File: src/inc/psm_regs.svh
// constants for the power save mode sequencer: offsets, fields, encodings
// assumes a plain one-cycle strobe register port, 32-bit data
// Functional notes
// - reset starts in default run state, all clock groups on
// - wake returns to the entry run mode
// - reset exit always lands in default run
// - I/O configuration held in every save mode
// - sleep depth selects which clock groups stop
// - only clocked modules' interrupts wake sleep
// - sleep entry: wfi with deep sleep select clear
// - sleep on isr return also enters mode
// - unmasked sufficient-priority interrupt ends sleep
// - wait/retention: only slow clocks, core powered
// - wfi with deep sleep, no backup: wait/retention
// - enabled async sources, eic and ast end wait/retention
// - async wake raises wake irq, records cause
// - backup powers core off, slow clock kept
// - wfi with deep sleep and backup: backup
// - brownout, watchdog, pin reset end backup
// - eic, ast, brownout and watchdog irqs also end backup, with no enable
// - slow clock select picks rc or crystal
// - reset exit: sequence, wait supply, flag cause
// - wake exit: core reset, prior mode, flags
`ifndef PSM_REGS_SVH
`define PSM_REGS_SVH
`define PSM_OFS_CTRL      4'h0
`define PSM_OFS_ASYNC_WAKE_ENABLE      4'h1
`define PSM_OFS_WAKE_CAUSE    4'h2
`define PSM_OFS_RESET_CAUSE    4'h3
`define PSM_OFS_BWCAUSE   4'h4
`define PSM_OFS_STATUS    4'h5
`define PSM_OFS_RUNMODE   4'h6
`define PSM_CTRL_DEPTH_LO 0
`define PSM_CTRL_RET      2
`define PSM_CTRL_BACKUP_SELECT     3
`define PSM_CTRL_SLOW_CLOCK_SOURCE_SELECT    4
`define PSM_CTRL_WAKEIE   5
`define PSM_DEPTH_CPU     2'h0
`define PSM_DEPTH_BUS     2'h1
`define PSM_DEPTH_PER     2'h2
`define PSM_DEPTH_OSC     2'h3
`define PSM_RC_ANALOG_SUPPLY_BROWNOUT      0
`define PSM_RC_CORE_SUPPLY_BROWNOUT      1
`define PSM_RC_WDT        2
`define PSM_RC_PIN        3
`define PSM_RC_BACKUP_SELECT       4
`define PSM_BW_EIC        0
`define PSM_BW_ANALOG_SUPPLY_BROWNOUT      1
`define PSM_BW_CORE_SUPPLY_BROWNOUT      2
`define PSM_BW_AST        3
`define PSM_BW_WDT        4
`define PSM_RST_CYCLES    8'h10
`define PSM_ZERO32        32'h0000_0000
`endif

File: src/inc/psm_pkg.sv
// types of the power save mode sequencer
// assumes psm_regs.svh for numeric constants
package psm_pkg;
  typedef enum logic [6:0] {
    PSM_RUN    = 7'b000_0001,
    PSM_SLEEP  = 7'b000_0010,
    PSM_WAIT   = 7'b000_0100,
    PSM_RETAIN = 7'b000_1000,
    PSM_BACKUP = 7'b001_0000,
    PSM_CRST   = 7'b010_0000,
    PSM_SUPWT  = 7'b100_0000
  } psm_state_t;
endpackage : psm_pkg

File: src/inc/psm_gate_if.sv
// clock gate bundle between sequencer and gate module
// assumes single clock domain
`timescale 1ns/1ps
interface psm_gate_if;
  logic [1:0] depth;
  logic       in_sleep;
  logic       in_deep;
  logic       slow_clock_source_select;
  logic       cpu_en;
  logic       bus_en;
  logic       per_en;
  logic       osc_en;
  logic       rc32_en;
  logic       osc32_en;
  modport seq  (output depth, in_sleep, in_deep, slow_clock_source_select,
                input cpu_en, bus_en, per_en, osc_en, rc32_en, osc32_en);
  modport gate (input depth, in_sleep, in_deep, slow_clock_source_select,
                output cpu_en, bus_en, per_en, osc_en, rc32_en, osc32_en);
endinterface : psm_gate_if

File: src/rtl/psm_gate.sv
// clock group enables from save mode and sleep depth
// assumes interface driven by the sequencer, same clock
`timescale 1ns/1ps
`include "psm_regs.svh"
module psm_gate (
  psm_gate_if.gate g  // gate bundle
);
  import psm_pkg::*;
  always_comb begin
    g.cpu_en = !(g.in_sleep || g.in_deep);
    g.bus_en = !(g.in_deep || (g.in_sleep && g.depth >= `PSM_DEPTH_BUS));
    g.per_en = !(g.in_deep || (g.in_sleep && g.depth >= `PSM_DEPTH_PER));
    g.osc_en = !(g.in_deep || (g.in_sleep && g.depth == `PSM_DEPTH_OSC));
    g.rc32_en  = !g.slow_clock_source_select;
    g.osc32_en = g.slow_clock_source_select;
  end
endmodule : psm_gate

File: src/rtl/psm_seq.sv
// power save mode sequencer top
// assumes core wfi/isr-return pulses and irq levels on core_clk_i;
// wake and reset sources from pins or other domains are synchronised here
//
// The register addresses and the address-and-strobe port are this design's own decisions.
`timescale 1ns/1ps
`include "psm_regs.svh"
module psm_seq
  import psm_pkg::*;
#(
  parameter int NAWK = 8  // async wake source count
) (
  input  wire logic             core_clk_i,      // 250 MHz clock
  input  wire logic             rst_n_i,         // async reset, low
  input  wire logic [3:0]       addr_i,          // register index
  input  wire logic [31:0]      wdata_i,         // write data
  input  wire logic             wr_i,            // write strobe
  input  wire logic             rd_i,            // read strobe
  output logic      [31:0]      rdata_o,         // read data
  input  wire logic             deep_sleep_select_i, // core deep sleep
  input  wire logic             wfi_i,           // wfi executed pulse
  input  wire logic             sleep_on_isr_return_i, // exit option
  input  wire logic             isr_last_ret_i,  // lowest isr return
  input  wire logic             irq_pending_i,   // unmasked irq, prio ok
  input  wire logic             irq_src_clocked_i, // irq source clocked
  input  wire logic [NAWK-1:0]  async_wake_i,    // async wake sources
  input  wire logic             eic_wake_i,      // ext irq line edge
  input  wire logic             ast_wake_i,      // timer event
  input  wire logic             analog_supply_brownout_irq_i,     // analog brownout irq
  input  wire logic             core_supply_brownout_irq_i,     // core brownout irq
  input  wire logic             wdt_irq_i,       // watchdog irq
  input  wire logic             analog_supply_brownout_rst_i,     // analog brownout reset
  input  wire logic             core_supply_brownout_rst_i,     // core brownout reset
  input  wire logic             wdt_rst_i,       // watchdog reset
  input  wire logic             pin_rst_i,       // external reset pin
  input  wire logic             supply_ok_i,     // core supply stable
  input  wire logic [NAWK-1:0]  irq_en_i,        // peripheral wake irq en
  output logic                  cpu_clk_en_o,    // cpu clock enable
  output logic                  bus_clk_en_o,    // bus clocks enable
  output logic                  per_clk_en_o,    // peripheral/generic clk
  output logic                  osc_en_o,        // fast oscillators/loops
  output logic                  sys_rc_en_o,     // system rc osc
  output logic                  slow_rc_en_o,    // slow rc osc clocking
  output logic                  slow_xtal_en_o,  // slow crystal clocking
  output logic                  core_pwr_o,      // core domain power
  output logic                  core_rst_n_o,    // core domain reset, low
  output logic                  io_hold_o,       // freeze i/o config
  output logic                  wake_irq_o,      // power manager wake irq
  output logic [NAWK-1:0]       periph_irq_o,    // per-peripheral wake irq
  output logic                  run_default_o,   // default run mode
  output logic                  awn_block_o      // autonomous wake blocked
);
  localparam int NS = NAWK + 9;
  typedef struct packed {
    psm_state_t  st;
    logic [5:0]  ctrl;
    logic [NAWK-1:0] async_wake_enable;
    logic [NAWK-1:0] wake_cause;
    logic [4:0]  reset_cause;
    logic [4:0]  bwcause;
    logic        run_mode;
    logic        saved_mode;
    logic        rst_exit;
    logic [7:0]  cnt;
    logic [NS-1:0] s1;
    logic [NS-1:0] s2;
    logic        wirq;
    logic [NAWK-1:0] pirq;
    logic [31:0] rdata;
  } psm_regs_t;
  psm_regs_t r_reg, r_next;
  psm_gate_if gif ();
  psm_gate u_gate (.g(gif));
  logic [NS-1:0] raw;
  logic [NAWK-1:0] aw_s;
  logic eic_s, ast_s, b33i, b18i, wdti, b33r, b18r, wdtr, pinr;
  logic any_rst, bk_wake, sleep_req;
  assign raw = {async_wake_i, eic_wake_i, ast_wake_i, analog_supply_brownout_irq_i,
                core_supply_brownout_irq_i, wdt_irq_i, analog_supply_brownout_rst_i, core_supply_brownout_rst_i,
                wdt_rst_i, pin_rst_i};
  assign {aw_s, eic_s, ast_s, b33i, b18i, wdti, b33r, b18r, wdtr, pinr}
    = r_reg.s2;
  assign any_rst = b33r | b18r | wdtr | pinr;
  assign bk_wake = eic_s | b33i | b18i | ast_s | wdti;
  assign sleep_req = wfi_i | (sleep_on_isr_return_i & isr_last_ret_i);
  assign gif.depth    = r_reg.ctrl[`PSM_CTRL_RET-1:`PSM_CTRL_DEPTH_LO];
  assign gif.in_sleep = r_reg.st == PSM_SLEEP;
  assign gif.in_deep  = r_reg.st inside {PSM_WAIT, PSM_RETAIN, PSM_BACKUP,
                                          PSM_CRST, PSM_SUPWT};
  assign gif.slow_clock_source_select    = r_reg.ctrl[`PSM_CTRL_SLOW_CLOCK_SOURCE_SELECT];
  always_comb begin
    r_next = r_reg;
    r_next.s1 = raw;
    r_next.s2 = r_reg.s1;
    r_next.wirq = 1'b0;
    r_next.pirq = '0;
    r_next.rdata = `PSM_ZERO32;
    if (wr_i) begin
      case (addr_i)
        `PSM_OFS_CTRL: r_next.ctrl = wdata_i[5:0];
        `PSM_OFS_ASYNC_WAKE_ENABLE: r_next.async_wake_enable = wdata_i[NAWK-1:0];
        default: ;
      endcase
    end
    if (rd_i) begin
      case (addr_i)
        `PSM_OFS_CTRL:    r_next.rdata = {26'h000_0000, r_reg.ctrl};
        `PSM_OFS_ASYNC_WAKE_ENABLE:    r_next.rdata = {{(32-NAWK){1'b0}}, r_reg.async_wake_enable};
        `PSM_OFS_WAKE_CAUSE:  r_next.rdata = {{(32-NAWK){1'b0}}, r_reg.wake_cause};
        `PSM_OFS_RESET_CAUSE:  r_next.rdata = {27'h000_0000, r_reg.reset_cause};
        `PSM_OFS_BWCAUSE: r_next.rdata = {27'h000_0000, r_reg.bwcause};
        `PSM_OFS_STATUS:  r_next.rdata = {25'h000_0000, r_reg.st};
        `PSM_OFS_RUNMODE: r_next.rdata = {31'h0000_0000, r_reg.run_mode};
        default:          r_next.rdata = `PSM_ZERO32;
      endcase
    end
    if (wr_i && addr_i == `PSM_OFS_RUNMODE && r_reg.st == PSM_RUN)
      r_next.run_mode = wdata_i[0];
    case (r_reg.st)
      PSM_RUN: begin
        if (any_rst) begin
          r_next.reset_cause = {1'b0, pinr, wdtr, b18r, b33r};
          r_next.rst_exit = 1'b1;
          r_next.cnt = `PSM_RST_CYCLES;
          r_next.st = PSM_CRST;
        end else if (sleep_req) begin
          r_next.saved_mode = r_reg.run_mode;
          if (!deep_sleep_select_i)
            r_next.st = PSM_SLEEP;
          else if (r_reg.ctrl[`PSM_CTRL_BACKUP_SELECT])
            r_next.st = PSM_BACKUP;
          else if (r_reg.ctrl[`PSM_CTRL_RET])
            r_next.st = PSM_RETAIN;
          else
            r_next.st = PSM_WAIT;
        end
      end
      PSM_SLEEP: begin
        if (any_rst) begin
          r_next.reset_cause = {1'b0, pinr, wdtr, b18r, b33r};
          r_next.rst_exit = 1'b1;
          r_next.cnt = `PSM_RST_CYCLES;
          r_next.st = PSM_CRST;
        end else if (irq_pending_i && irq_src_clocked_i) begin
          r_next.run_mode = r_reg.saved_mode;
          r_next.st = PSM_RUN;
        end
      end
      PSM_WAIT, PSM_RETAIN: begin
        if (any_rst) begin
          r_next.reset_cause = {1'b0, pinr, wdtr, b18r, b33r};
          r_next.rst_exit = 1'b1;
          r_next.cnt = `PSM_RST_CYCLES;
          r_next.st = PSM_CRST;
        end else if (|((aw_s & r_reg.async_wake_enable)) || eic_s || ast_s) begin
          r_next.wake_cause = aw_s & r_reg.async_wake_enable;
          if (r_reg.ctrl[`PSM_CTRL_WAKEIE])
            r_next.wirq = 1'b1;
          else
            r_next.pirq = aw_s & r_reg.async_wake_enable & irq_en_i;
          r_next.run_mode = r_reg.saved_mode;
          r_next.st = PSM_RUN;
        end
      end
      PSM_BACKUP: begin
        r_next.cnt = `PSM_RST_CYCLES;
        if (any_rst) begin
          r_next.reset_cause = {1'b0, pinr, wdtr, b18r, b33r};
          r_next.rst_exit = 1'b1;
          r_next.st = PSM_CRST;
        end else if (bk_wake) begin
          r_next.reset_cause = 5'h10;
          r_next.bwcause = {wdti, ast_s, b18i, b33i, eic_s};
          r_next.rst_exit = 1'b0;
          r_next.st = PSM_CRST;
        end
      end
      PSM_CRST: begin
        if (r_reg.cnt == 8'h00)
          r_next.st = PSM_SUPWT;
        else
          r_next.cnt = r_reg.cnt - 8'h01;
      end
      PSM_SUPWT: begin
        if (supply_ok_i) begin
          r_next.run_mode = r_reg.rst_exit ? 1'b0 : r_reg.saved_mode;
          r_next.st = PSM_RUN;
        end
      end
      default: r_next.st = PSM_RUN;
    endcase
  end
  always_ff @(posedge core_clk_i or negedge rst_n_i) begin
    if (!rst_n_i) begin
      r_reg <= '{st: PSM_RUN, ctrl: 6'h00, default: '0};
    end else begin
      r_reg <= r_next;
    end
  end
  always_comb begin
    cpu_clk_en_o   = gif.cpu_en;
    bus_clk_en_o   = gif.bus_en;
    per_clk_en_o   = gif.per_en;
    osc_en_o       = gif.osc_en;
    sys_rc_en_o    = !gif.in_deep;
    slow_rc_en_o   = gif.rc32_en;
    slow_xtal_en_o = gif.osc32_en;
    core_pwr_o     = r_reg.st != PSM_BACKUP;
    core_rst_n_o   = !(r_reg.st inside {PSM_BACKUP, PSM_CRST, PSM_SUPWT});
    io_hold_o      = r_reg.st != PSM_RUN;
    wake_irq_o     = r_reg.wirq;
    periph_irq_o   = r_reg.pirq;
    rdata_o        = r_reg.rdata;
    run_default_o  = !r_reg.run_mode;
    awn_block_o    = r_reg.st == PSM_RETAIN;
  end
endmodule : psm_seq

File: config.mk
export PLATFORM = sky130hd
export DESIGN_NAME = psm_seq
export DESIGN_NICKNAME = d
export VERILOG_FILES = /design/src/inc/psm_pkg.sv /design/src/inc/psm_gate_if.sv /design/src/rtl/psm_gate.sv /design/src/rtl/psm_seq.sv
export VERILOG_INCLUDE_DIRS = /design/src /design/src/inc
export SDC_FILE = /design/constraint.sdc
export NUM_CORES = 1
export LEC_CHECK = 0
export BUFFER_PORTS_ARGS = -buffer_cell sky130_fd_sc_hd__clkbuf_2
export CORE_ASPECT_RATIO = 0.5
export CORE_MARGIN = 10
export CORE_UTILIZATION = 45
export DETAILED_ROUTE_END_ITERATION = 6
export PLACE_DENSITY = 0.68
export SLEW_MARGIN = 15
export SYNTH_ARGS = -nofsm -noshare
export SYNTH_HDL_FRONTEND = slang
export SYNTH_HIERARCHICAL = 1
export SYNTH_SLANG_ARGS = --single-unit
File: constraint.sdc
create_clock -name core_clk_i -period 7.4 [get_ports core_clk_i]
set_input_delay 1.48 -clock core_clk_i [delete_from_list [all_inputs] [get_ports core_clk_i]]
set_output_delay 1.48 -clock core_clk_i [all_outputs]
set_load 0.05 [all_outputs]
* After elaboration in Yosys (flattened, before gate mapping)
Index checks and enable logic that the tools add are counted.
** Operators by class
- Add/sub/neg operators :: 1
- Magnitude comparators :: 2
- Eq/ne operators :: 24
- Mux-type cells :: 39
- Bitwise gates (word level) :: 12
- Reductions and logical operators :: 37
** Operator list (number)
- 7-bit two-way mux :: 12
- 8-bit case mux with 7 select lines :: 1
- 7-bit case mux with 6 select lines :: 1
- 9-bit two-way mux :: 4
- 8-bit two-way mux :: 3
- 8-bit case mux with 3 select lines :: 1
- 8-bit AND :: 2
- 3-bit AND reduction :: 5
- 4-bit by 3-bit equality test with 1-bit output (second input constant) :: 3
- 3-bit != test (second input constant) :: 4
- 1-bit two-way mux :: 10
- 10-bit two-way mux :: 1
- 5-bit two-way mux :: 2
- 5-bit case mux with 2 select lines :: 1
- 4-bit by 2-bit equality test with 1-bit output (second input constant) :: 2
- 1-bit logical NOT :: 8
- 8-bit logical NOT :: 1
- 1-bit OR :: 8
- 8-bit OR reduction :: 1
- 8-bit by 1-bit subtractor with 8-bit output (second input constant) :: 1
- 7-bit by 1-bit equality test with 1-bit output (second input constant) :: 1
- 7-bit by 2-bit equality test with 1-bit output (second input constant) :: 1
- 7-bit by 3-bit equality test with 1-bit output (second input constant) :: 1
- 7-bit by 4-bit equality test with 1-bit output (second input constant) :: 1
- other kinds (26) :: 40
** Word-level totals
- Bits in registers :: 125
- Bits of input ports :: 72

* Logic depth before layout (Yosys ltp)
Gate-level depths: netlist of run 1.
- Depth in word-level cells :: 7
- Mapped depth :: 8
- Depth with buffers taken out :: 7

* Hierarchy
Netlist of run 1, hierarchy kept.
** Modules (own cells, without submodules)
- psm_seq :: instances 1, cells an instance 408, area an instance 4550.6 µm², sequential area each 2528.7 µm²
- psm_gate :: instances 1, cells an instance 7, area an instance 37.5 µm², sequential area each 0.0 µm²

* Worst setup path after synthesis of run 1
No wires, ideal clock.
- Kind :: register -> output
- Start point :: reg r_reg[119] (netlist bit)
- End point :: out sys_rc_en_o
- Data arrival time :: 2436 ps
- Required time :: 5920 ps
- Setup slack :: 3484 ps
- Stages on the path, launching flop included :: 6
- Buffers on the path :: 0
- Cells stage by stage :: dfrtp_1 > or4_1 > or4b_2 > and2_1 > nand2_1 > inv_1
** Between the ends
- Cells in the longest elaborated chain, start to end :: 3
- Elaborated cells between the ends (all ways) :: 7
** RTL lines
- start: declaration :: RTL line psm_seq.sv:71 : psm_regs_t r_reg, r_next;
- start signal: assignment :: RTL line psm_seq.sv:197 : r_reg <= r_next;
- 7-bit by 3-bit equality test with 1-bit output (tied with other cells) :: RTL line psm_seq.sv:88 : assign gif.in_deep = r_reg.st inside {PSM_WAIT, PSM_RETAIN, PSM_BACKUP,
- 5-bit nonzero test * :: RTL line psm_seq.sv:88
- via gif.in_deep :: RTL line psm_gate_if.sv:7 : logic in_deep;
- 1-bit logical NOT * :: RTL line psm_seq.sv:205 : sys_rc_en_o = !gif.in_deep;
- end: declaration :: RTL line psm_seq.sv:42 : output logic sys_rc_en_o,
Mark *: on every way through the listed nets, which the timed path passes. The rest lies on a longest branch.

* Worst setup path in the final report of run 1
- Start point :: reg r_reg[119] (netlist bit)
- End point :: out cpu_clk_en_o
** Between the ends
- Cells in the longest elaborated chain, start to end :: 4
- Elaborated cells between the ends (all ways) :: 9
** RTL lines
- 7-bit by 3-bit equality test with 1-bit output (tied with other cells) :: RTL line psm_seq.sv:88
- 5-bit nonzero test * :: RTL line psm_seq.sv:88
- via gif.in_deep :: RTL line psm_gate_if.sv:7
- 1-bit logical OR * :: RTL line psm_gate.sv:10 : g.cpu_en = !(g.in_sleep || g.in_deep);
- 1-bit logical NOT * :: RTL line psm_gate.sv:10
- end: declaration :: RTL line psm_seq.sv:38 : output logic cpu_clk_en_o,
Marked as above.

==> impl_metrics.env, run 1 <==
export IMPL_cp_start_kind="register"
export IMPL_post_synth_num_cell_types=55
export IMPL_critical_path_class="register to output port"
export IMPL_ctsRootBufferMaster="clkbuf_16"
export IMPL_finalWeightedCongestion=0.8530
export IMPL_fin_crit_ps=4285
export IMPL_num_vias=3173
export IMPL_ant_nets=0
export IMPL_rows=25
export IMPL_drive_above_1_share_pct=28.03
export IMPL_synth_area_um2=4588
export IMPL_firstDrtPassIters=4
export IMPL_yosys_warnings=6
export IMPL_r2r_slack_ps=4730
export IMPL_drc=0
export IMPL_io_pin_count=125
export IMPL_holdWs_ps=347.2
export IMPL_n_antenna_cell=0
export IMPL_dp_slack_ps=3511
export IMPL_fin_tns_setup_ps=0
export IMPL_clock_skew_ps=3.834
export IMPL_seq_area_frac_synth_pct=55.11
export IMPL_instances_no_fill=613
export IMPL_relSlewSlack_pct=37.88
export IMPL_htreeDepth=3
export IMPL_synth_top_area_share_pct=54.54
export IMPL_finalCritPeriodShare_pct=57.90
export IMPL_slew_violations=0
export IMPL_num_nets_final=547
export IMPL_min_path_type="register to register"
export IMPL_fin_ws_ps=3115
export IMPL_grt_usage_pct=14.36
export IMPL_max_cap_violations=0
export IMPL_grt_overflow_total=0
export IMPL_dp_cells=597
export IMPL_cp_startpoint="r_reg[119]"
export IMPL_yosys_area_top_type="dfrtp_1"
export IMPL_min_path_cells=0
export IMPL_clkSinkCount=101
export IMPL_dieHeight_um=91.40
export IMPL_rsz0062_at_grt="false"
export IMPL_synthArstFlopShare_pct=100.0
export IMPL_port_buffers=76
export IMPL_largest_register_ffs=49
export IMPL_synth_ff_type="dfrtp_1"
export IMPL_antenna_found_initial=0
export IMPL_cellLeakagePower_nw=2.466
export IMPL_synth_area_top_cells="dfrtp_1 55%, mux2_2 7.6%, buf_4 6.7%"
export IMPL_status="completed"
export IMPL_regToRegEndpoint="r_reg[121]"
export IMPL_endpoint_kind="output port"
export IMPL_viasPerCell=5.176
export IMPL_drt_total_wl_um=10430
export IMPL_cts_buffer_depth=2
export IMPL_setup_viol=0
export IMPL_hp_start="r_next[56]"
export IMPL_worstPathMaxFanout=7
export IMPL_die_x_um=162.8
export IMPL_design_die_area_um2=14880
export IMPL_post_cts_resized=0
export IMPL_hold_end="aw_s[6]"
export IMPL_routedWlPerCell_um=17.02
export IMPL_path_clk_slew_ps=70
export IMPL_r2r_start="r_reg[77]"
export IMPL_cts_hold_fix_buffers=0
export IMPL_cp_required_ps=5920
export IMPL_cp_arrival_ps=2800
export IMPL_reg2reg_depth=5
export IMPL_syn2layout_area_growth_pct=12.60
export IMPL_hpwl_um=7832
export IMPL_fmax_mhz=233.4
export IMPL_grt_pass1_wl_um=17140
export IMPL_max_slew_worst_pin_slew_ps=918.8
export IMPL_power_density_nw_per_um2=304.8
export IMPL_synthCells=415
export IMPL_irDropWorstVdd_mv=0.1253
export IMPL_grt_max_degree=76
export IMPL_first_global_vias=3246
export IMPL_synth_area_per_cell_um2=11.06
export IMPL_start_util_pct=47.32
export IMPL_core_area_um2=9697
export IMPL_drt_iter0_drc=225
export IMPL_finalPower_mw=1.575
export IMPL_cts_setup_buffers=0
export IMPL_synth_edf_count=0
export IMPL_hold_viol_final=0
export IMPL_cts_buffers=9
export IMPL_clk_latency_ps=340
export IMPL_ys_seq_elements=101
export IMPL_cts_tree="yes"
-- worst max-delay path by stage --
stage	end	slack, ps	cells past startpoint
after floorplan	sys_rc_en_o	3480	5
after global placement	cpu_clk_en_o	3530	6
after detailed placement	cpu_clk_en_o	3510	6
after CTS	cpu_clk_en_o	3130	6
after global routing	cpu_clk_en_o	3020	6
final	cpu_clk_en_o	3120	6
-- power breakdown --
group,switching (mW),internal [mW]
clock,0.200,0.248
sequential,0.0713,0.620
combinational,0.288,0.147
total,0.559,1.02
-- worst max-delay path, stage by stage, from the launching register on --
cell and delay (ps):
dfrtp_1 470, or4_1 620, or4b_2 720, and2_1 180, nand2_1 130, nor2_1 70, clkbuf_2 260
-- Yosys cell counts, types with 2 or more instances --
cell,instances
inv_1,11
buf_4,41
nor2b_1,4
o21ai_0,21
nand2b_1,5
nor4b_1,3
nor3_1,11
ha_1,2
or2_2,2
or3_1,9
and4_1,8
a21oi_1,16
clkbuf_1,9
a31oi_1,5
a222oi_1,3
dfrtp_1,100
mux2_2,31
or4_1,4
a211oi_1,2
o31ai_1,3
a22o_1,3
nand3_1,11
nor4_1,4
nor2_1,21
and2_1,3
nand2_1,41
a22oi_1,3
o22ai_1,2
and4b_1,2
nor3b_1,5
a21o_1,2
mux2i_1,4
buf_1,2
-- cells by family (layout without fill, tap and decap cells) --
logic type / after synthesis / in the layout / synth area share [%]
buf+inv: 64 / 104 / 8.617
other cells: 1 / 24 / 0.08173
xor+xnor: 2 / 2 / 0.3819
compound gates: 67 / 67 / 9.163
flops: 101 / 101 / 55.11
simple gates: 143 / 143 / 17.62
fa+ha+maj: 2 / 2 / 0.5453
mux: 35 / 35 / 8.481
-- layer usage --
metal | track usage, % | wire length (um)
met1 | 18.26 | 4709
met2 | 22.70 | 4727
met3 | 4.505 | 837
met4 | 4.851 | 158
met5 | 0 | 0
-- layout by cell type (no fill, tap or decap), types with 11 or more instances in the layout --
cell type    n
conb_1      24
a21oi_1     16
inv_1       11
nand2_1     41
o21ai_0     21
nand3_1     11
mux2_2      31
clkbuf_2    75
nor2_1      21
dfrtp_1    100
nor3_1      11
-- layout make-up --
type | count | area, um^2
fill | 920 | 4531
sequential | 101 | 2529
multi-input combinational | 273 | 1750
timing repair buffer | 77 | 390.4
clock buffer | 12 | 256.5
tap | 135 | 168.9
inverter | 11 | 41.29
clock inverter | 4 | 30.03
-- metrics by stage --
stage / cell area (um^2) / util [%]
floorplan: 4674 / -
global placement: 4880 / 50.32
detailed placement: 4880 / 50.32
CTS: 5166 / 53.28
global route: 5166 / 53.28
finish: 5166 / 53.28
Power figures use the tool's default switching activity.
==> run 2, diff against run 1 <==
--- a/config.mk
+++ b/config.mk
@@ -6,12 +6,13 @@
 export SDC_FILE = /design/constraint.sdc
 export NUM_CORES = 1
 export LEC_CHECK = 0
+export ABC_AREA = 1
 export BUFFER_PORTS_ARGS = -buffer_cell sky130_fd_sc_hd__clkbuf_2
 export CORE_ASPECT_RATIO = 0.5
 export CORE_MARGIN = 10
 export CORE_UTILIZATION = 45
 export DETAILED_ROUTE_END_ITERATION = 6
-export PLACE_DENSITY = 0.68
+export PLACE_DENSITY = 0.7
 export SLEW_MARGIN = 15
 export SYNTH_ARGS = -nofsm -noshare
 export SYNTH_HDL_FRONTEND = slang
==> constraint.sdc (replaced) <==
create_clock -name core_clk_i -period 3.55 [get_ports core_clk_i]
set_input_delay 0.71 -clock core_clk_i [delete_from_list [all_inputs] [get_ports core_clk_i]]
set_output_delay 0.71 -clock core_clk_i [all_outputs]
set_load 0.05 [all_outputs]
==> run 2 against run 1 <==
  * The flow now finishes with violations (design-rule violations)
  * Via count increased by 14%
  * Combinational power increased to 2.8 times the previous value
  * Total power increased by 140%
  * Global-route usage increased by 0.062 points
  * Synthesized cell count increased by 32%
  * First-iteration DRC count increased by 19%
  * Design area increased by 6.2%
  * Critical endpoint is now bus_clk_en_o
  * Largest cell class unchanged
  * Largest power group unchanged
==> impl_metrics.env, run 2 <==
export IMPL_synthCells=547
export IMPL_grt_max_degree=53
export IMPL_relSlewSlack_pct=48.91
export IMPL_cellLeakagePower_nw=2.880
export IMPL_grt_usage_pct=14.42
export IMPL_antenna_found_initial=0
export IMPL_first_global_vias=3745
export IMPL_num_fill_cells=965
export IMPL_setup_viol=0
export IMPL_cp_required_ps=2840
export IMPL_cts_hold_fix_buffers=0
export IMPL_clk_latency_ps=340
export IMPL_synth_commonest_cells="136 x nand2_1, 100 x dfrtp_1, 62 x inv_1"
export IMPL_start_util_pct=46.64
export IMPL_synthArstFlopShare_pct=100.0
export IMPL_hold_viol_final=0
export IMPL_rows=26
export IMPL_drt_total_wl_um=10940
export IMPL_htreeDepth=3
export IMPL_drt_iter0_drc=268
export IMPL_irDropWorstVdd_mv=0.2781
export IMPL_clock_skew_ps=8.446
export IMPL_critical_path_class="register to output port"
export IMPL_cts_buffers=9
export IMPL_dieHeight_um=93.22
export IMPL_drive_above_1_share_pct=23.79
export IMPL_port_buffers=76
export IMPL_num_vias=3625
export IMPL_cp_start_kind="register"
export IMPL_max_cap_violations=0
export IMPL_cts_setup_buffers=0
export IMPL_finalWeightedCongestion=0.8856
export IMPL_yosys_area_top_type="dfrtp_1"
export IMPL_synth_area_per_cell_um2=8.820
export IMPL_postPlaceCellArea_um2=5140
export IMPL_fin_tns_setup_ps=0
export IMPL_multi_input_area_um2=1777
export IMPL_layout_common_cells="136 x nand2_1, 100 x dfrtp_1, 75 x clkbuf_2"
export IMPL_endpoint_kind="output port"
export IMPL_status="finished with violations"
export IMPL_slew_violations=0
export IMPL_viasPerCell=4.782
export IMPL_seq_area_frac_synth_pct=52.41
export IMPL_cts_tree="yes"
export IMPL_routedWlPerCell_um=14.44
export IMPL_design_die_area_um2=15510
export IMPL_switchingPower_mw=1.411
export IMPL_power_density_nw_per_um2=685.7
export IMPL_yosys_warnings=6
export IMPL_synth_area_top_cells="dfrtp_1 52%, nand2_1 11%, buf_4 6.5%"
export IMPL_min_path_type="register to register"
export IMPL_combinationalPowerShare_pct=32.6
export IMPL_holdWs_ps=347.6
export IMPL_ctsRootBufferMaster="clkbuf_16"
export IMPL_post_synth_num_cell_types=43
export IMPL_firstDrtPassIters=7
export IMPL_largest_register_ffs=49
export IMPL_worstPathMaxFanout=4
export IMPL_cp_arrival_ps=2080
export IMPL_grt_overflow_total=0
export IMPL_fmax_mhz=357.9
export IMPL_r2r_slack_ps=1640
export IMPL_core_area_um2=10340
export IMPL_rsz0062_at_grt="false"
export IMPL_regArea_um2=2529
export IMPL_cts_buffer_depth=2
export IMPL_die_x_um=166.4
export IMPL_violations="design-rule violations"
export IMPL_post_cts_resized=0
export IMPL_layout_commonest_cell="nand2_1"
export IMPL_n_antenna_cell=0
export IMPL_p_int_mw=2.351
export IMPL_swShare_pct=37.50
export IMPL_drc=3
export IMPL_fin_crit_ps=2794
export IMPL_ys_seq_elements=101
export IMPL_synth_top_area_share_pct=51.87
export IMPL_max_slew_worst_pin_slew_ps=761.3
export IMPL_io_pin_count=125
export IMPL_synth_most_common_cell="nand2_1"
export IMPL_ant_nets=0
export IMPL_syn2layout_area_growth_pct=13.69
export IMPL_synth_edf_count=0
export IMPL_clkSinkCount=101
export IMPL_clockPowerShare_pct=29.3
export IMPL_num_nets_final=687
export IMPL_hpwl_um=8391
export IMPL_synth_area_um2=4825
export IMPL_power_frac_seq_pct=38.1
export IMPL_finalCritPeriodShare_pct=78.70
export IMPL_synth_ff_type="dfrtp_1"
export IMPL_path_clk_slew_ps=70
export IMPL_grt_pass1_wl_um=18280
export IMPL_fin_area_um2=5485
## run 2: cell types whose count changed in the layout (fill, tap and decap cells not counted), moves of 6 or more
cell / change
nor2_1: +23
nand4_1: +14
and4_1: -8
nand2_1: +95
o21ai_2: +6
mux2_2: -29
nor2_2: +7
inv_1: +51
or3_1: -9
nand3_1: +20
a21oi_1: -9
nor3_1: -10
nor2_4: +8
nand2_2: +10
## run 2: worst paths after layout
path	end	cells after the start	start
setup / recovery	bus_clk_en_o	11	r_reg[118]
hold / removal	aw_s[3]	0	r_next[53]
setup reg to reg	r_reg[121]	7	r_reg[75]
hold reg to reg	aw_s[3]	0	r_next[53]
max in group asynchronous	r_reg[118]	2	rst_n_i
min in group asynchronous	r_next[45]	1	rst_n_i
## run 2: layer usage
metal / vias up / wire length (um) / global-route usage [%]
met5: - / 0 / 0
met4: 0 / 150 / 4.360
met3: 14 / 918 / 5.305
met2: 126 / 4991 / 23.22
met1: 1674 / 4882 / 17.90
li1: 1811 / - / -
## run 2: cells by family (layout without fill, tap and decap cells)
kind of cell	Yosys count	after routing	synth area share (%)
multiplexers	2	2	0.4668
XOR/XNOR	3	3	0.5447
other	1	24	0.07773
AO/OA/AOI/OAI	57	57	7.158
AND/OR/NAND/NOR	266	266	26.27
flip-flops	101	101	52.41
adder cells (fa/ha/maj)	2	2	0.5186
buffers and inverters	115	163	12.55
## run 2: worst max-delay path, cell delays in order, from the launching register on
cell	delay (ps)
dfstp_2	570
nor2_4	60
nand2_4	110
inv_1	80
nand3_1	70
inv_1	50
nor2_1	130
nand2_1	120
inv_1	110
nand2_2	90
nor2_2	80
clkbuf_2	280
## run 2: power groups by stage
stage | logic, mW | registers (mW) | clock network (mW)
floorplan | 1.03 | 1.42 | 0
global placement | 1.21 | 1.44 | 0
detailed placement | 1.23 | 1.45 | 0
CTS | 1.23 | 1.43 | 1.12
global route | 1.37 | 1.45 | 1.17
finish | 1.23 | 1.43 | 1.10
## run 2: cell type report
cell class	count	area share, %
sequential	101	46.10
clock buffer	13	5.109
tap	140	3.193
multi-input combinational	354	32.39
inverter	69	4.767
timing repair buffer	78	7.254
clock inverter	3	1.186
## run 2: through the flow
step                utilization (%)  worst slack [ps]  std cells  power [mW]
floorplan                         -             920.7        570       2.452
global placement              49.69              1169        742       2.651
detailed placement            49.69              1127        742       2.679
CTS                           53.02             745.5        758       3.786
global route                  53.02             614.5        758       3.990
finish                        53.02             756.3        758       3.761
==> run 3, diff against run 2 <==
--- a/config.mk
+++ b/config.mk
@@ -6,13 +6,13 @@
 export SDC_FILE = /design/constraint.sdc
 export NUM_CORES = 1
 export LEC_CHECK = 0
-export ABC_AREA = 1
+export ABC_AREA = 0
 export BUFFER_PORTS_ARGS = -buffer_cell sky130_fd_sc_hd__clkbuf_2
 export CORE_ASPECT_RATIO = 0.5
 export CORE_MARGIN = 10
 export CORE_UTILIZATION = 45
 export DETAILED_ROUTE_END_ITERATION = 6
-export PLACE_DENSITY = 0.7
+export PLACE_DENSITY = 0.71
 export SLEW_MARGIN = 15
 export SYNTH_ARGS = -nofsm -noshare
 export SYNTH_HDL_FRONTEND = slang
==> constraint.sdc (replaced) <==
create_clock -name core_clk_i -period 2.35 [get_ports core_clk_i]
set_input_delay 0.47 -clock core_clk_i [delete_from_list [all_inputs] [get_ports core_clk_i]]
set_output_delay 0.47 -clock core_clk_i [all_outputs]
set_load 0.05 [all_outputs]
==> run 3 against run 2 <==
  * The flow finishes with violations (negative setup slack)
  * Via count decreased by 5.5%
  * Wire length rose by 4.6%
  * Cell count decreased by 14%
  * Count of clock-buffer cells in the layout is 3 lower
  * Largest power group unchanged
==> impl_metrics.env, run 3 (synthesis gave the netlist of run 1 again) <==
export IMPL_status="finished with violations"
export IMPL_violations="negative setup slack"
export IMPL_worstPathMaxFanout=5
export IMPL_grt_max_degree=50
export IMPL_cp_slowest_stage_delay_ps=530
export IMPL_ctsRootBufferMaster="clkbuf_16"
export IMPL_fin_area_um2=5733
export IMPL_endpoint_kind="output port"
export IMPL_cts_tree="yes"
export IMPL_clkSinkCount=101
export IMPL_drive_above_1_share_pct=36.35
export IMPL_design_die_area_um2=14880
export IMPL_reg2reg_depth=10
export IMPL_rsz0062_at_grt="true"
export IMPL_drt_iter0_drc=346
export IMPL_num_nets_final=589
export IMPL_antenna_found_initial=0
export IMPL_rows=25
export IMPL_viasPerCell=5.229
export IMPL_cp_num_cells=6
export IMPL_critPathBufInv=2
export IMPL_first_global_vias=3411
export IMPL_path_clk_slew_ps=70
export IMPL_slowest_stage="or4_4"
export IMPL_cp_required_ps=1880
export IMPL_critical_path_class="register to output port"
export IMPL_drt_total_wl_um=11450
export IMPL_max_cap_violations=0
export IMPL_finalCritPeriodShare_pct=117.0
export IMPL_num_vias=3425
export IMPL_ant_nets=0
export IMPL_fin_tns_setup_ps=-3543
export IMPL_cts_buffers=9
export IMPL_hold_viol_final=0
export IMPL_instances_no_fill=655
export IMPL_cts_buffer_depth=2
export IMPL_irDropWorstVdd_mv=0.3717
export IMPL_min_path_type="input pin to asynchronous set/reset pin"
export IMPL_cellLeakagePower_nw=2.758
export IMPL_clock_skew_ps=7.162
export IMPL_finalWeightedCongestion=0.9055
export IMPL_setup_viol=16
export IMPL_htreeDepth=3
export IMPL_io_pin_count=125
export IMPL_postPlaceCellArea_um2=5181
export IMPL_layout_commonest_cell="dfrtp_1"
export IMPL_cp_cell_sequence="or4_4 > or4b_4 > and2_4 > nand2_4 > clkinvlp_4 > clkbuf_16"
export IMPL_hpwl_um=8396
export IMPL_fmax_mhz=363.6
export IMPL_max_slew_worst_pin_slew_ps=647.8
export IMPL_drc=0
export IMPL_routedWlPerCell_um=17.47
export IMPL_clk_latency_ps=350
export IMPL_dieHeight_um=91.40
export IMPL_port_buffers=76
export IMPL_cp_arrival_ps=2280
export IMPL_syn2layout_area_growth_pct=24.95
export IMPL_largest_register_ffs=49
export IMPL_die_x_um=162.8
export IMPL_n_antenna_cell=0
export IMPL_cp_start_kind="register"
export IMPL_crit_family="simple AND/OR/NAND/NOR gates"
export IMPL_fin_crit_ps=2751
export IMPL_grt_pass1_wl_um=17820
export IMPL_fin_ws_ps=-400.5
export IMPL_firstDrtPassIters=5
export IMPL_dp_cells=631
export IMPL_core_area_um2=9697
export IMPL_power_density_nw_per_um2=965.4
export IMPL_start_util_pct=47.32
export IMPL_relSlewSlack_pct=56.81
export IMPL_slew_violations=0
export IMPL_layout_common_cells="100 x dfrtp_1, 67 x clkbuf_2, 38 x nand2_1"
export IMPL_grt_usage_pct=14.93
export IMPL_grt_overflow_total=0
run 3: cell count changes in the layout (fill, tap and decap cells not counted), moves of 9 or more:
cell / change
nand2_1: -98
inv_1: -53
buf_4: +33
mux2_2: +25
nor2_1: -24
nand3_1: -21
nand4_1: -14
nor3_1: +10
a21oi_1: +9
nand2_2: -9
or3_1: +9
run 3: worst paths after layout:
path / startpoint / endpoint / slack (ps)
worst max-delay path: r_reg[118] / sys_rc_en_o / -400
worst min-delay path: rst_n_i / r_reg[108] / 150
worst max register to register: r_reg[118] / r_reg[87] / -130
worst min register to register: r_next[56] / aw_s[6] / 350
max in group asynchronous: rst_n_i / pinr / 1610
min in group core_clk_i: async_wake_i[6] / r_next[56] / 220
run 3: stage by stage:
| step | utilization (%) | setup WS [ps] | hold slack [ps] | power, mW |
|---|---|---|---|---|
| final | 59.12 | -400.5 | 153.4 | 5.535 |
| after global routing | 59.12 | -455.7 | 195.8 | 5.804 |
| after CTS | 58.40 | -389.0 | 176.2 | 5.498 |
| after detailed placement | 53.43 | -70.74 | 335.6 | 3.773 |
| after global placement | 53.43 | -66.40 | 331.2 | 3.747 |
| after floorplan | - | -142.9 | 174.4 | 3.256 |
run 3: layer usage:
layer / track usage [%] / share of wire (%)
met4: 4.851 / 1.6
met5: 0 / 0
met2: 22.90 / 45
met1: 20.01 / 45
met3: 4.054 / 7.9
run 3: what timing repair did:
item	4_1_cts	5_1_grt
resized for setup	28	12
setup buffers	5	4
setup endpoints to repair	13	30
gates cloned	0	0
hold buffers	0	0
pin swaps	3	3
endpoints found under the hold margin	0	0
run 3: layout make-up:
cell class	instances	area [um^2]
well taps	135	168.9
flip-flops and latches	101	2529
fillers	785	3964
repair buffers	119	848.3
multi-input cells	273	1836
clock inverters	6	77.57
inverters	11	45.04
clock buffers	10	229.0
run 3: power breakdown:
| group | leakage [nW] | switching [mW] | internal, mW | total (mW) |
|---|---|---|---|---|
| Combinational | 1.33 | 1.05 | 0.800 | 1.85 |
| Sequential | 1.28 | 0.215 | 1.95 | 2.17 |
| Clock | 0.147 | 0.670 | 0.846 | 1.52 |
| Total | 2.76 | 1.94 | 3.60 | 5.53 |
